`src/inc/cstg_cfg.svh`:
```
// constants for the crypto self-test and error gate
// assumes one clock domain and a synchronous power-on reset
//
// Summary of operation
// - after power-on run firmware integrity and known-answer tests with no operator action
// - once the power-up tests pass, continuously compare successive generator and noise outputs; a repeat is a failure
// - any failure enters the error state and raises an error status to the host
// - in the error state data in, data out and control in are shut
// - in the error state no cryptographic operation may start
// - only power cycling clears a non-permanent error, rerunning every power-up test; a permanent error runs none
// - a power-up test failure in the run following an error makes the error permanent; a repeat failure does not
// - no key or security parameter ever passes to or from the host
// - count failed logins and erase keys, passwords, seed and data at the limit
`ifndef CSTG_CFG_SVH
`define CSTG_CFG_SVH

// ----------------------------------------------------------------
// test identifiers; 0 to 5 run in this order, 6 and 7 name continuous-test failures
// ----------------------------------------------------------------
`define CSTG_TEST_FW_INTEGRITY 3'h0
`define CSTG_TEST_CIPHER_ENC 3'h1
`define CSTG_TEST_CIPHER_DEC 3'h2
`define CSTG_TEST_HASH_KAT 3'h3
`define CSTG_TEST_DETERMINISTIC_RANDOM_GENERATOR_KAT 3'h4
`define CSTG_TEST_KEYED_HASH 3'h5
`define CSTG_TEST_LAST 3'h5
`define CSTG_TEST_CONT_DETERMINISTIC_RANDOM_GENERATOR 3'h6
`define CSTG_TEST_CONT_NOISE 3'h7

// ----------------------------------------------------------------
// limits and widths
// ----------------------------------------------------------------
`define CSTG_LOGIN_LIMIT 20
`define CSTG_FAIL_CNT_W 5
`define CSTG_HASH_WIDE_BITS 512
`define CSTG_HASH_NARROW_BITS 256

`endif

```
`src/inc/cstg_pkg.sv`:
```
// types shared by the self-test gate and its bench
// assumes cstg_cfg.svh supplies the constants
package cstg_pkg;

  typedef enum logic [2:0] {
    CSTG_ST_LOAD,
    CSTG_ST_START,
    CSTG_ST_WAIT,
    CSTG_ST_RUN,
    CSTG_ST_ERROR
  } cstg_state_e;

  // non-volatile fault record kept outside the block
  typedef struct packed {
    logic err_seen;
    logic perm;
  } cstg_nv_s;

  // status shown to the host
  typedef struct packed {
    logic busy;
    logic pass;
    logic err;
    logic perm;
    logic [2:0] code;
  } cstg_status_s;

endpackage

```
`src/verilog/cstg_top.sv`:
```
// self-test sequencer and error-state gate for an encrypting drive
// assumes test engines, rng sources, host link and nv record share clock_i
`timescale 1ns/1ps
`include "cstg_cfg.svh"

module cstg_top #(
  parameter int DATA_W = 32,
  parameter int RNG_W = 64,
  parameter int LOGIN_LIMIT = `CSTG_LOGIN_LIMIT
) (
  input wire logic clock_i, // 200 mhz
  input wire logic srst_i, // power-on reset
  input wire cstg_pkg::cstg_nv_s nv_rec_i, // stored fault record
  output cstg_pkg::cstg_nv_s nv_rec_o, // fault record to store
  output logic nv_wr_o, // store pulse
  output logic test_start_o, // start pulse to test engine
  output logic [2:0] test_sel_o, // test being run
  input wire logic test_done_i, // engine finished pulse
  input wire logic test_pass_i, // engine result with done
  input wire logic deterministic_random_generator_valid_i, // generator word valid
  input wire logic [RNG_W-1:0] deterministic_random_generator_data_i, // deterministic_random_generator word
  input wire logic noise_valid_i, // noise word valid
  input wire logic [RNG_W-1:0] noise_data_i, // nondeterministic_noise_source word
  input wire logic host_rx_valid_i, // data from host
  input wire logic [DATA_W-1:0] host_rx_data_i, // data from host
  output logic core_rx_valid_o, // data to core
  output logic [DATA_W-1:0] core_rx_data_o, // data to core
  input wire logic core_tx_valid_i, // data from core
  input wire logic [DATA_W-1:0] core_tx_data_i, // data from core
  output logic host_tx_valid_o, // data to host
  output logic [DATA_W-1:0] host_tx_data_o, // data to host
  input wire logic host_cmd_valid_i, // control from host
  input wire logic [DATA_W-1:0] host_cmd_i, // control word
  output logic core_cmd_valid_o, // control to core
  output logic [DATA_W-1:0] core_cmd_o, // control word
  input wire logic op_req_i, // crypto operation request
  output logic op_grant_o, // operation allowed pulse
  input wire logic login_fail_i, // failed login pulse
  input wire logic login_ok_i, // good login pulse
  output logic zeroize_o, // erase keys, passwords, seed, data
  output cstg_pkg::cstg_status_s status_o // status to host
);

  // ----------------------------------------------------------------
  // state
  // ----------------------------------------------------------------
  cstg_pkg::cstg_state_e state_q, state_d;
  logic [2:0] sel_q, sel_d;
  logic [2:0] code_q, code_d;
  logic pass_q, err_q, perm_q, prior_q;
  logic [RNG_W-1:0] deterministic_random_generator_prev_q, noise_prev_q;
  logic deterministic_random_generator_seen_q, noise_seen_q;
  logic [`CSTG_FAIL_CNT_W-1:0] fails_q;
  logic ok_q;

  // ----------------------------------------------------------------
  // decode
  // ----------------------------------------------------------------
  function automatic logic repeat_hit(input logic v, input logic seen,
                                      input logic [RNG_W-1:0] a, input logic [RNG_W-1:0] b);
    repeat_hit = v && seen && (a == b);
  endfunction

  wire deterministic_random_generator_rep = repeat_hit(deterministic_random_generator_valid_i, deterministic_random_generator_seen_q, deterministic_random_generator_data_i, deterministic_random_generator_prev_q);
  wire noise_rep = repeat_hit(noise_valid_i, noise_seen_q, noise_data_i, noise_prev_q);
  wire open_w = (state_q == cstg_pkg::CSTG_ST_RUN);
  wire kat_fail = (state_q == cstg_pkg::CSTG_ST_WAIT) && test_done_i && !test_pass_i;
  wire cont_fail = open_w && (deterministic_random_generator_rep || noise_rep);
  wire go_err = kat_fail || cont_fail;
  // data as well as valid is shut in the cycle a failure is seen
  wire gate_w = open_w && !go_err;
  wire limit_hit = login_fail_i && open_w &&
                   (fails_q == `CSTG_FAIL_CNT_W'(LOGIN_LIMIT - 1));

  always_comb begin
    state_d = state_q;
    sel_d = sel_q;
    code_d = code_q;
    case (state_q)
      cstg_pkg::CSTG_ST_LOAD: begin
        state_d = nv_rec_i.perm ? cstg_pkg::CSTG_ST_ERROR : cstg_pkg::CSTG_ST_START;
      end
      cstg_pkg::CSTG_ST_START: state_d = cstg_pkg::CSTG_ST_WAIT;
      cstg_pkg::CSTG_ST_WAIT: begin
        if (test_done_i) begin
          if (!test_pass_i) begin
            state_d = cstg_pkg::CSTG_ST_ERROR;
            code_d = sel_q;
          end else if (sel_q == `CSTG_TEST_LAST) begin
            state_d = cstg_pkg::CSTG_ST_RUN;
          end else begin
            sel_d = sel_q + 3'h1;
            state_d = cstg_pkg::CSTG_ST_START;
          end
        end
      end
      cstg_pkg::CSTG_ST_RUN: begin
        if (cont_fail) begin
          state_d = cstg_pkg::CSTG_ST_ERROR;
          code_d = deterministic_random_generator_rep ? `CSTG_TEST_CONT_DETERMINISTIC_RANDOM_GENERATOR : `CSTG_TEST_CONT_NOISE;
        end
      end
      cstg_pkg::CSTG_ST_ERROR: state_d = cstg_pkg::CSTG_ST_ERROR;
      default: state_d = cstg_pkg::CSTG_ST_ERROR;
    endcase
  end

  // ----------------------------------------------------------------
  // sequencer, only srst_i leaves the error state
  // ----------------------------------------------------------------
  always_ff @(posedge clock_i) begin
    if (srst_i) begin
      state_q <= cstg_pkg::CSTG_ST_LOAD;
      sel_q <= `CSTG_TEST_FW_INTEGRITY;
      code_q <= 3'h0;
    end else begin
      state_q <= state_d;
      sel_q <= sel_d;
      code_q <= code_d;
    end
  end

  // result flags and nv record upkeep
  always_ff @(posedge clock_i) begin
    if (srst_i) begin
      prior_q <= 1'b0;
      pass_q <= 1'b0;
      err_q <= 1'b0;
      perm_q <= 1'b0;
      nv_wr_o <= 1'b0;
      nv_rec_o <= '0;
    end else begin
      nv_wr_o <= 1'b0;
      if (state_q == cstg_pkg::CSTG_ST_LOAD) begin
        prior_q <= nv_rec_i.err_seen;
        perm_q <= nv_rec_i.perm;
        err_q <= nv_rec_i.perm;
      end
      if (go_err) begin
        err_q <= 1'b1;
        pass_q <= 1'b0;
        perm_q <= kat_fail && prior_q;
        nv_rec_o <= '{err_seen: 1'b1, perm: kat_fail && prior_q};
        nv_wr_o <= 1'b1;
      end else if (state_q == cstg_pkg::CSTG_ST_WAIT && test_done_i && test_pass_i &&
                   sel_q == `CSTG_TEST_LAST) begin
        pass_q <= 1'b1;
        prior_q <= 1'b0;
        nv_rec_o <= '0;
        nv_wr_o <= prior_q;
      end
    end
  end

  // ----------------------------------------------------------------
  // continuous rng comparison
  // ----------------------------------------------------------------
  always_ff @(posedge clock_i) begin
    if (srst_i) begin
      deterministic_random_generator_prev_q <= '0;
      noise_prev_q <= '0;
      deterministic_random_generator_seen_q <= 1'b0;
      noise_seen_q <= 1'b0;
    end else begin
      if (deterministic_random_generator_valid_i) begin
        deterministic_random_generator_prev_q <= deterministic_random_generator_data_i;
        deterministic_random_generator_seen_q <= 1'b1;
      end
      if (noise_valid_i) begin
        noise_prev_q <= noise_data_i;
        noise_seen_q <= 1'b1;
      end
    end
  end

  // ----------------------------------------------------------------
  // login failure counter
  // ----------------------------------------------------------------
  always_ff @(posedge clock_i) begin
    if (srst_i) begin
      fails_q <= '0;
      zeroize_o <= 1'b0;
    end else begin
      zeroize_o <= limit_hit;
      if (limit_hit || (login_ok_i && open_w)) begin
        fails_q <= '0;
      end else if (login_fail_i && open_w) begin
        fails_q <= fails_q + `CSTG_FAIL_CNT_W'(1);
      end
    end
  end

  // ----------------------------------------------------------------
  // gates on host link and crypto requests
  // ----------------------------------------------------------------
  // the host only ever sees core user data; no key store is wired to this path
  always_ff @(posedge clock_i) begin
    if (srst_i) begin
      ok_q <= 1'b0;
      core_rx_valid_o <= 1'b0;
      core_rx_data_o <= '0;
      host_tx_valid_o <= 1'b0;
      host_tx_data_o <= '0;
      core_cmd_valid_o <= 1'b0;
      core_cmd_o <= '0;
      op_grant_o <= 1'b0;
    end else begin
      ok_q <= gate_w;
      core_rx_valid_o <= host_rx_valid_i && gate_w;
      core_rx_data_o <= gate_w ? host_rx_data_i : '0;
      host_tx_valid_o <= core_tx_valid_i && gate_w;
      host_tx_data_o <= gate_w ? core_tx_data_i : '0;
      core_cmd_valid_o <= host_cmd_valid_i && gate_w;
      core_cmd_o <= gate_w ? host_cmd_i : '0;
      op_grant_o <= op_req_i && gate_w;
    end
  end

  // ----------------------------------------------------------------
  // outputs
  // ----------------------------------------------------------------
  always_ff @(posedge clock_i) begin
    if (srst_i) begin
      test_start_o <= 1'b0;
      test_sel_o <= `CSTG_TEST_FW_INTEGRITY;
      status_o <= '{busy: 1'b1, pass: 1'b0, err: 1'b0, perm: 1'b0, code: 3'h0};
    end else begin
      test_start_o <= (state_d == cstg_pkg::CSTG_ST_START);
      test_sel_o <= sel_d;
      status_o <= '{busy: !(pass_q || err_q), pass: pass_q && ok_q, err: err_q, perm: perm_q, code: code_q};
    end
  end

endmodule // cstg_top

```
`config.mk`:
```
export PLATFORM = sky130hd
export DESIGN_NAME = cstg_top
export DESIGN_NICKNAME = d
export VERILOG_FILES = /design/src/inc/cstg_pkg.sv /design/src/verilog/cstg_top.sv
export VERILOG_INCLUDE_DIRS = /design/src /design/src/inc
export SDC_FILE = /design/constraint.sdc
export NUM_CORES = 1
export LEC_CHECK = 0
export BUFFER_PORTS_ARGS = -buffer_cell sky130_fd_sc_hd__buf_4
export CORE_ASPECT_RATIO = 0.5
export CORE_UTILIZATION = 45
export CTS_BUF_LIST = sky130_fd_sc_hd__clkbuf_4 sky130_fd_sc_hd__clkbuf_8 sky130_fd_sc_hd__clkbuf_16
export CTS_CLUSTER_DIAMETER = 40
export DETAILED_ROUTE_END_ITERATION = 8
export PLACE_DENSITY = 0.74
export SLEW_MARGIN = 10
export SYNTH_ARGS = -nofsm -noshare
export SYNTH_HDL_FRONTEND = slang
export SYNTH_SLANG_ARGS = --single-unit
export TNS_END_PERCENT = 100
```
`constraint.sdc`:
```
create_clock -name clock_i -period 2.2 [get_ports clock_i]
set_input_delay 0.44 -clock clock_i [delete_from_list [all_inputs] [get_ports clock_i]]
set_output_delay 0.44 -clock clock_i [all_outputs]
set_load 0.01 [all_outputs]
```
After elaboration in Yosys (flattened, before gate mapping)
Index checks and enable logic that the tools add are counted.
{ "classes": {"order_cmp": 0, "n_reduce_logical": 35, "div_mod_pow": 0, "mul": 0, "shift": 0, "bitwise_logic": 2, "eq_ne": 11, "addsub": 2, "muxes": 21} }
{ "op_table": {"columns": ["cell", "count"], "rows": [
  ["$eq A64 B64 Y1", 2],
  ["$mux W3", 7],
  ["$logic_and A1 B1 Y1", 19],
  ["$pmux W3 S4", 1],
  ["$mux W1", 9],
  ["$reduce_and A4 Y1", 2],
  ["$eq A3 B1 Y1 const B", 2],
  ["$eq A3 B2 Y1 const B", 2],
  ["$mux W2", 3],
  ["$pmux W3 S2", 1],
  ["$reduce_bool A2 Y1", 3],
  ["$reduce_or A2 Y1", 3],
  ["$add A5 B1 Y5 const B", 1],
  ["$eq A5 B5 Y1 const B", 1],
  ["$logic_or A1 B1 Y1", 4],
  ["$ne A2 B2 Y1 const B", 2],
  ["$add A3 B1 Y3 const B", 1],
  ["$eq A3 B3 Y1 const B", 1],
  ["$logic_not A1 Y1", 3],
  ["$logic_not A3 Y1", 1],
  ["$ne A2 B1 Y1 const B", 1],
  ["$not A1 Y1", 2]
]} }
{ "word_totals": {"rom_bits": 0, "elab_cells": 101, "regBits": 261, "mem_count": 0, "ram_bits": 0, "latchBits": 0, "in_bits": 238} }

Logic depth before layout (Yosys ltp)
{ "logic_depth": {"word_depth": 9, "mapped_depth": 9} }

Worst setup path before layout
Ideal clock, no wire load.
{ "synth_timing": {"kind": "input-to-reg", "start": "input deterministic_random_generator_data_i[21]", "end": "register core_cmd_o[0]", "setup_time_ps": 115, "arrival_ps": 2115, "setup_slack_ps": -30, "path_stages": 9, "required_time_ps": 2085, "cell_sequence": "nor2b_1 > a2111o_1 > nor4_1 > nand4_1 > o22a_1 > and4_4 > buf_6 > buf_6 > and2_1"} }
{ "synth_between": {"elab_chain_len": 9} }
{ "synth_rtl": {"columns": ["element", "line", "source"], "rows": [
  ["start, declared", "cstg_top.sv:21", "input wire logic [RNG_W-1:0] deterministic_random_generator_data_i,"],
  ["$eq A64 B64 Y1", "cstg_top.sv:61", "repeat_hit = v && seen && (a == b);"],
  ["$logic_and A1 B1 Y1", "cstg_top.sv:61", null],
  ["$logic_or A1 B1 Y1", "cstg_top.sv:68", "wire cont_fail = open_w && (deterministic_random_generator_rep || noise_rep);"],
  ["$logic_and A1 B1 Y1", "cstg_top.sv:68", null],
  ["$logic_or A1 B1 Y1", "cstg_top.sv:69", "wire go_err = kat_fail || cont_fail;"],
  ["$logic_not A1 Y1", "cstg_top.sv:71", "wire gate_w = open_w && !go_err;"],
  ["$logic_and A1 B1 Y1", "cstg_top.sv:71", null],
  ["$not A1 Y1 (no line)", null, null],
  ["$reduce_or A2 Y1 (no line)", null, null],
  ["end signal, assigned", "cstg_top.sv:214", "core_cmd_o <= gate_w ? host_cmd_i : '0;"],
  ["end, declared", "cstg_top.sv:35", "output logic [DATA_W-1:0] core_cmd_o,"]
]} }
No other way between the ends.
A chain may end at the register's enable or synchronous reset.

Worst setup path in the final report
{ "layout_timing": {"start": "register deterministic_random_generator_prev_q[4]", "end": "register core_rx_data_o[1]"} }
{ "layout_between": {"elab_chain_len": 9} }
{ "layout_rtl": {"columns": ["element", "line", "source"], "rows": [
  ["start, declared", "cstg_top.sv:51", "logic [RNG_W-1:0] deterministic_random_generator_prev_q, noise_prev_q;"],
  ["start signal, assigned", "cstg_top.sv:166", "deterministic_random_generator_prev_q <= deterministic_random_generator_data_i;"],
  ["$eq A64 B64 Y1", "cstg_top.sv:61", null],
  ["$logic_and A1 B1 Y1", "cstg_top.sv:61", null],
  ["$logic_or A1 B1 Y1", "cstg_top.sv:68", null],
  ["$logic_and A1 B1 Y1", "cstg_top.sv:68", null],
  ["$logic_or A1 B1 Y1", "cstg_top.sv:69", null],
  ["$logic_not A1 Y1", "cstg_top.sv:71", null],
  ["$logic_and A1 B1 Y1", "cstg_top.sv:71", null],
  ["$not A1 Y1 (no line)", null, null],
  ["$reduce_or A2 Y1 (no line)", null, null],
  ["end signal, assigned", "cstg_top.sv:210", "core_rx_data_o <= gate_w ? host_rx_data_i : '0;"],
  ["end, declared", "cstg_top.sv:27", "output logic [DATA_W-1:0] core_rx_data_o,"]
]} }
No other way between the ends.

==> impl_metrics.py <==
metrics = {
    "grt": {
        "grt_pass1_vias": 7584,
        "overflow": 0,
        "antenna_found_initial": 0,
        "grt_pass1_wl_um": 39600,
        "grt_max_degree": 74,
        "track_usage_pct": 22.4,
    },
    "job": {
        "maxCapViolations": 0,
    },
    "hold_path": {
        "hold_class": "input port to flop",
    },
    "cts": {
        "cts_max_path_buffers": 3,
        "insertion_delay_ps": 550,
        "cts-htree-levels": 1,
        "cts_root_buf": "clkbuf_16",
        "cts_tree": "yes",
        "hold_buffers": 0,
        "cts.clk_slew.worst_paths_ps": 70,
        "cts_buffers": 27,
        "clock-sinks": 261,
    },
    "floorplan": {
        "die_w_um": 212,
        "die-height_um": 107,
        "fp.dieArea_um2": 22700,
        "start_util_pct": 47.1,
        "coreArea_um2": 21100,
        "io-pin-count": 353,
        "fp-row-count": 37,
    },
    "sta": {
        "slew_headroom_pct": 24.8,
        "worst_pin_slew_ps": 1130,
        "clock-skew-final_ps": 13.1,
        "period_share_pct": 99.7,
        "setup_violations": 0,
        "final_max_slew_viol_count": 0,
        "period_needed_ps": 2190,
        "hold_viol": 0,
        "fmaxAchievable_mhz": 456,
        "rsz0062_at_grt": "yes",
    },
    "worst_setup_path": {
        "path_class": "flop to flop",
        "slowest_delay_ps": 320,
        "end_kind": "flop",
        "cp-start-kind": "flop",
        "worstPathCellList": "xor2_1, nor4_2, buf_4, and3_4, nand4_1, o22a_1, and4_4, buf_12, and2_1",
        "slowest_stage": "dfxtp_1",
        "crit_family": "simple AND/OR/NAND/NOR gates",
        "cp_data_required_time_ps": 2640,
        "cp.arrival_ps": 2630,
        "critical_path.max_fanout": 38,
        "cp.buffers_inverters": 2,
    },
    "power": {
        "leakage_nw": 6.38,
        "swShare_pct": 23.6,
        "power_density_nw_per_um2": 776,
        "power_mw": 10.8,
        "clkPwrFrac_pct": 43.8,
        "p_switching_mw": 2.55,
        "p_int_mw": 8.24,
        "pwr-share-comb_pct": 9.8,
        "vdd_ir_drop_max_v": 0.000506,
        "seq_power_share_pct": 46.4,
    },
    "synthesis": {
        "synth.distinct_cells": 45,
        "synth_area_leaders": "dfxtp_1 53%, mux2i_1 13%, xnor2_1 8.5%, and2_1 6.5%, nor2_1 5.6%",
        "yosysTopAreaCellShare_pct": 52.7,
        "synth_top_area_cell": "dfxtp_1",
        "netlist_instances": 955,
        "syn_area_per_cell_um2": 10.4,
        "synth-seq-area-share_pct": 52.7,
        "ys.flop_type": "dfxtp_1",
        "synth-edff-count": 0,
        "async_reset_ff_share_pct": 0,
        "netlist_top_cells_count": "261 x dfxtp_1, 149 x nor2_1, 129 x mux2i_1, 103 x and2_1, 96 x xnor2_1",
        "synth_most_common_cell": "dfxtp_1",
        "ys_warn_count": 0,
        "syn-num-nets": 1196,
        "synth-seq-cells": 261,
        "netlist_area_um2": 9920,
    },
    "routing": {
        "drt_iter0_drc": 361,
        "post_drt_wl_per_cell_um": 16.1,
        "via_count": 7701,
        "postRouteAntennaNets": 0,
        "drt-total-wl_um": 26200,
        "dr.pass1.iters": 4,
        "vias_per_cell": 4.73,
        "drc_errors": 0,
    },
    "finish": {
        "n_fill_cell": 1696,
        "antenna_cells": 0,
        "final_cell_area_um2": 13900,
        "drive_gt1_share_pct": 33.2,
        "area_delta_synth_final_pct": 40.2,
        "final_nets": 1558,
    },
    "placement": {
        "place.gp.congestion": 0.795,
        "dpl-instance-area_um2": 12900,
        "hpwlAfterDp_um": 19400,
        "io_buffers": 352,
    },
    "status": {
        "outcome": "finished, final reports clean",
    },
}
-- cell families (layout without fill, tap and decap cells) --
kind of cell	count (synthesis)	count (layout)	share of synthesized area [%]
AOI/OAI and AO/OA	39	39	2.79
xor gates and xnor gates	116	116	10.2
adders and majority gates	3	3	0.379
buffers and inverters	56	436	2.88
DFF	261	261	52.7
muxes	129	129	13.0
and+or+nand+nor	351	352	18.0
-- layout make-up --
cell class | instances | area [µm²] | share of cell area, %
clock buffer | 34 | 753 | 5.42
timing repair buffer | 375 | 2850 | 20.5
multi-input combinational | 639 | 4480 | 32.3
sequential | 261 | 5230 | 37.6
tap | 292 | 365 | 2.63
inverter | 13 | 48.8 | 0.351
clock inverter | 14 | 173 | 1.24
-- final timing paths --
check	startpoint	slack (ps)	depth (start not counted)	to
worst min-delay path	host_cmd_i[10]	90	2	core_cmd_o[10]$_SDFF_PP0_
worst max-delay path	deterministic_random_generator_prev_q[4]$_SDFFE_PP0P_	7	9	core_rx_data_o[1]$_SDFF_PP0_
worst min register to register	pass_q$_SDFFE_PP0P_	460	1	status_o[6]$_SDFF_PP1_
worst max register to register	deterministic_random_generator_prev_q[4]$_SDFFE_PP0P_	7	9	core_rx_data_o[1]$_SDFF_PP0_
-- cells in the final DEF (no fill, tap or decap), types with 13 or more instances in the layout --
cell / Yosys / routed
dfxtp_1: 261 / 257
clkbuf_16: 0 / 27
mux2i_1: 129 / 129
xor2_1: 20 / 20
xnor2_1: 96 / 93
and2_1: 103 / 100
nor2_1: 149 / 149
buf_4: 0 / 371
nand4_1: 26 / 26
inv_1: 13 / 13
nor2b_1: 14 / 14
-- through the flow --
| stage | setup WS [ps] | std cells | TNS, ps | utilization (%) | hold WS, ps |
|---|---|---|---|---|---|
| 2_1_floorplan | 23.1 | 955 | 0 | - | 420 |
| 5_1_grt | -76.8 | 1628 | -5240 | 66.0 | 67.5 |
| 3_3_place_gp | -291 | 1577 | -29820 | 61.1 | 451 |
| 6_report | 6.79 | 1628 | 0 | 66.0 | 86.6 |
| 3_5_place_dp | -318 | 1577 | -31720 | 61.1 | 458 |
| 4_1_cts | 0.166 | 1627 | 0 | 65.7 | 63.9 |
-- timing repair --
action | in CTS | in global routing
resized for setup | 4 | 15
setup buffers | 1 | 1
endpoints found under the setup margin | 102 | 108
gates cloned | 1 | 0
pin swaps | 7 | 2
-- per-layer routing --
metal / vias up / track usage [%] / wire [µm] / share of wire (%)
met5: - / 0 / 0 / 0
met4: 0 / 6.21 / 615 / 2.3
met3: 47 / 6.62 / 1640 / 6.3
met2: 199 / 40.3 / 13300 / 51
met1: 3560 / 25.9 / 10600 / 41
li1: 3895 / - / - / -
-- worst reg2reg max path, delay by kind of cell (launching register included) --
family                    cells  cell delay [ps]
DFF                           1              320
buffers and inverters         2              350
xor gates and xnor gates      1              180
AOI/OAI and AO/OA             1              250
and+or+nand+nor               5              990
-- sequential cells by signal, indices dropped and copies added, names as in the netlist, 2 cells and up --
register	count
host_tx_data_o	32
status_o	7
core_rx_data_o	32
fails_q	5
nv_rec_o	2
noise_prev_q	64
deterministic_random_generator_prev_q	64
test_sel_o	3
state_q	3
code_q	3
core_cmd_o	32
-- power by group through the flow --
stage	logic [mW]	clock network, mW	registers [mW]
6_report	1.06	4.72	5.00
5_1_grt	1.15	5.07	5.02
4_1_cts	1.06	4.82	5.00
3_5_place_dp	1.05	0	5.10
3_3_place_gp	1.02	0	5.10
2_1_floorplan	0.557	0	5.08
Note: power is estimated with default switching activity, not from simulation.
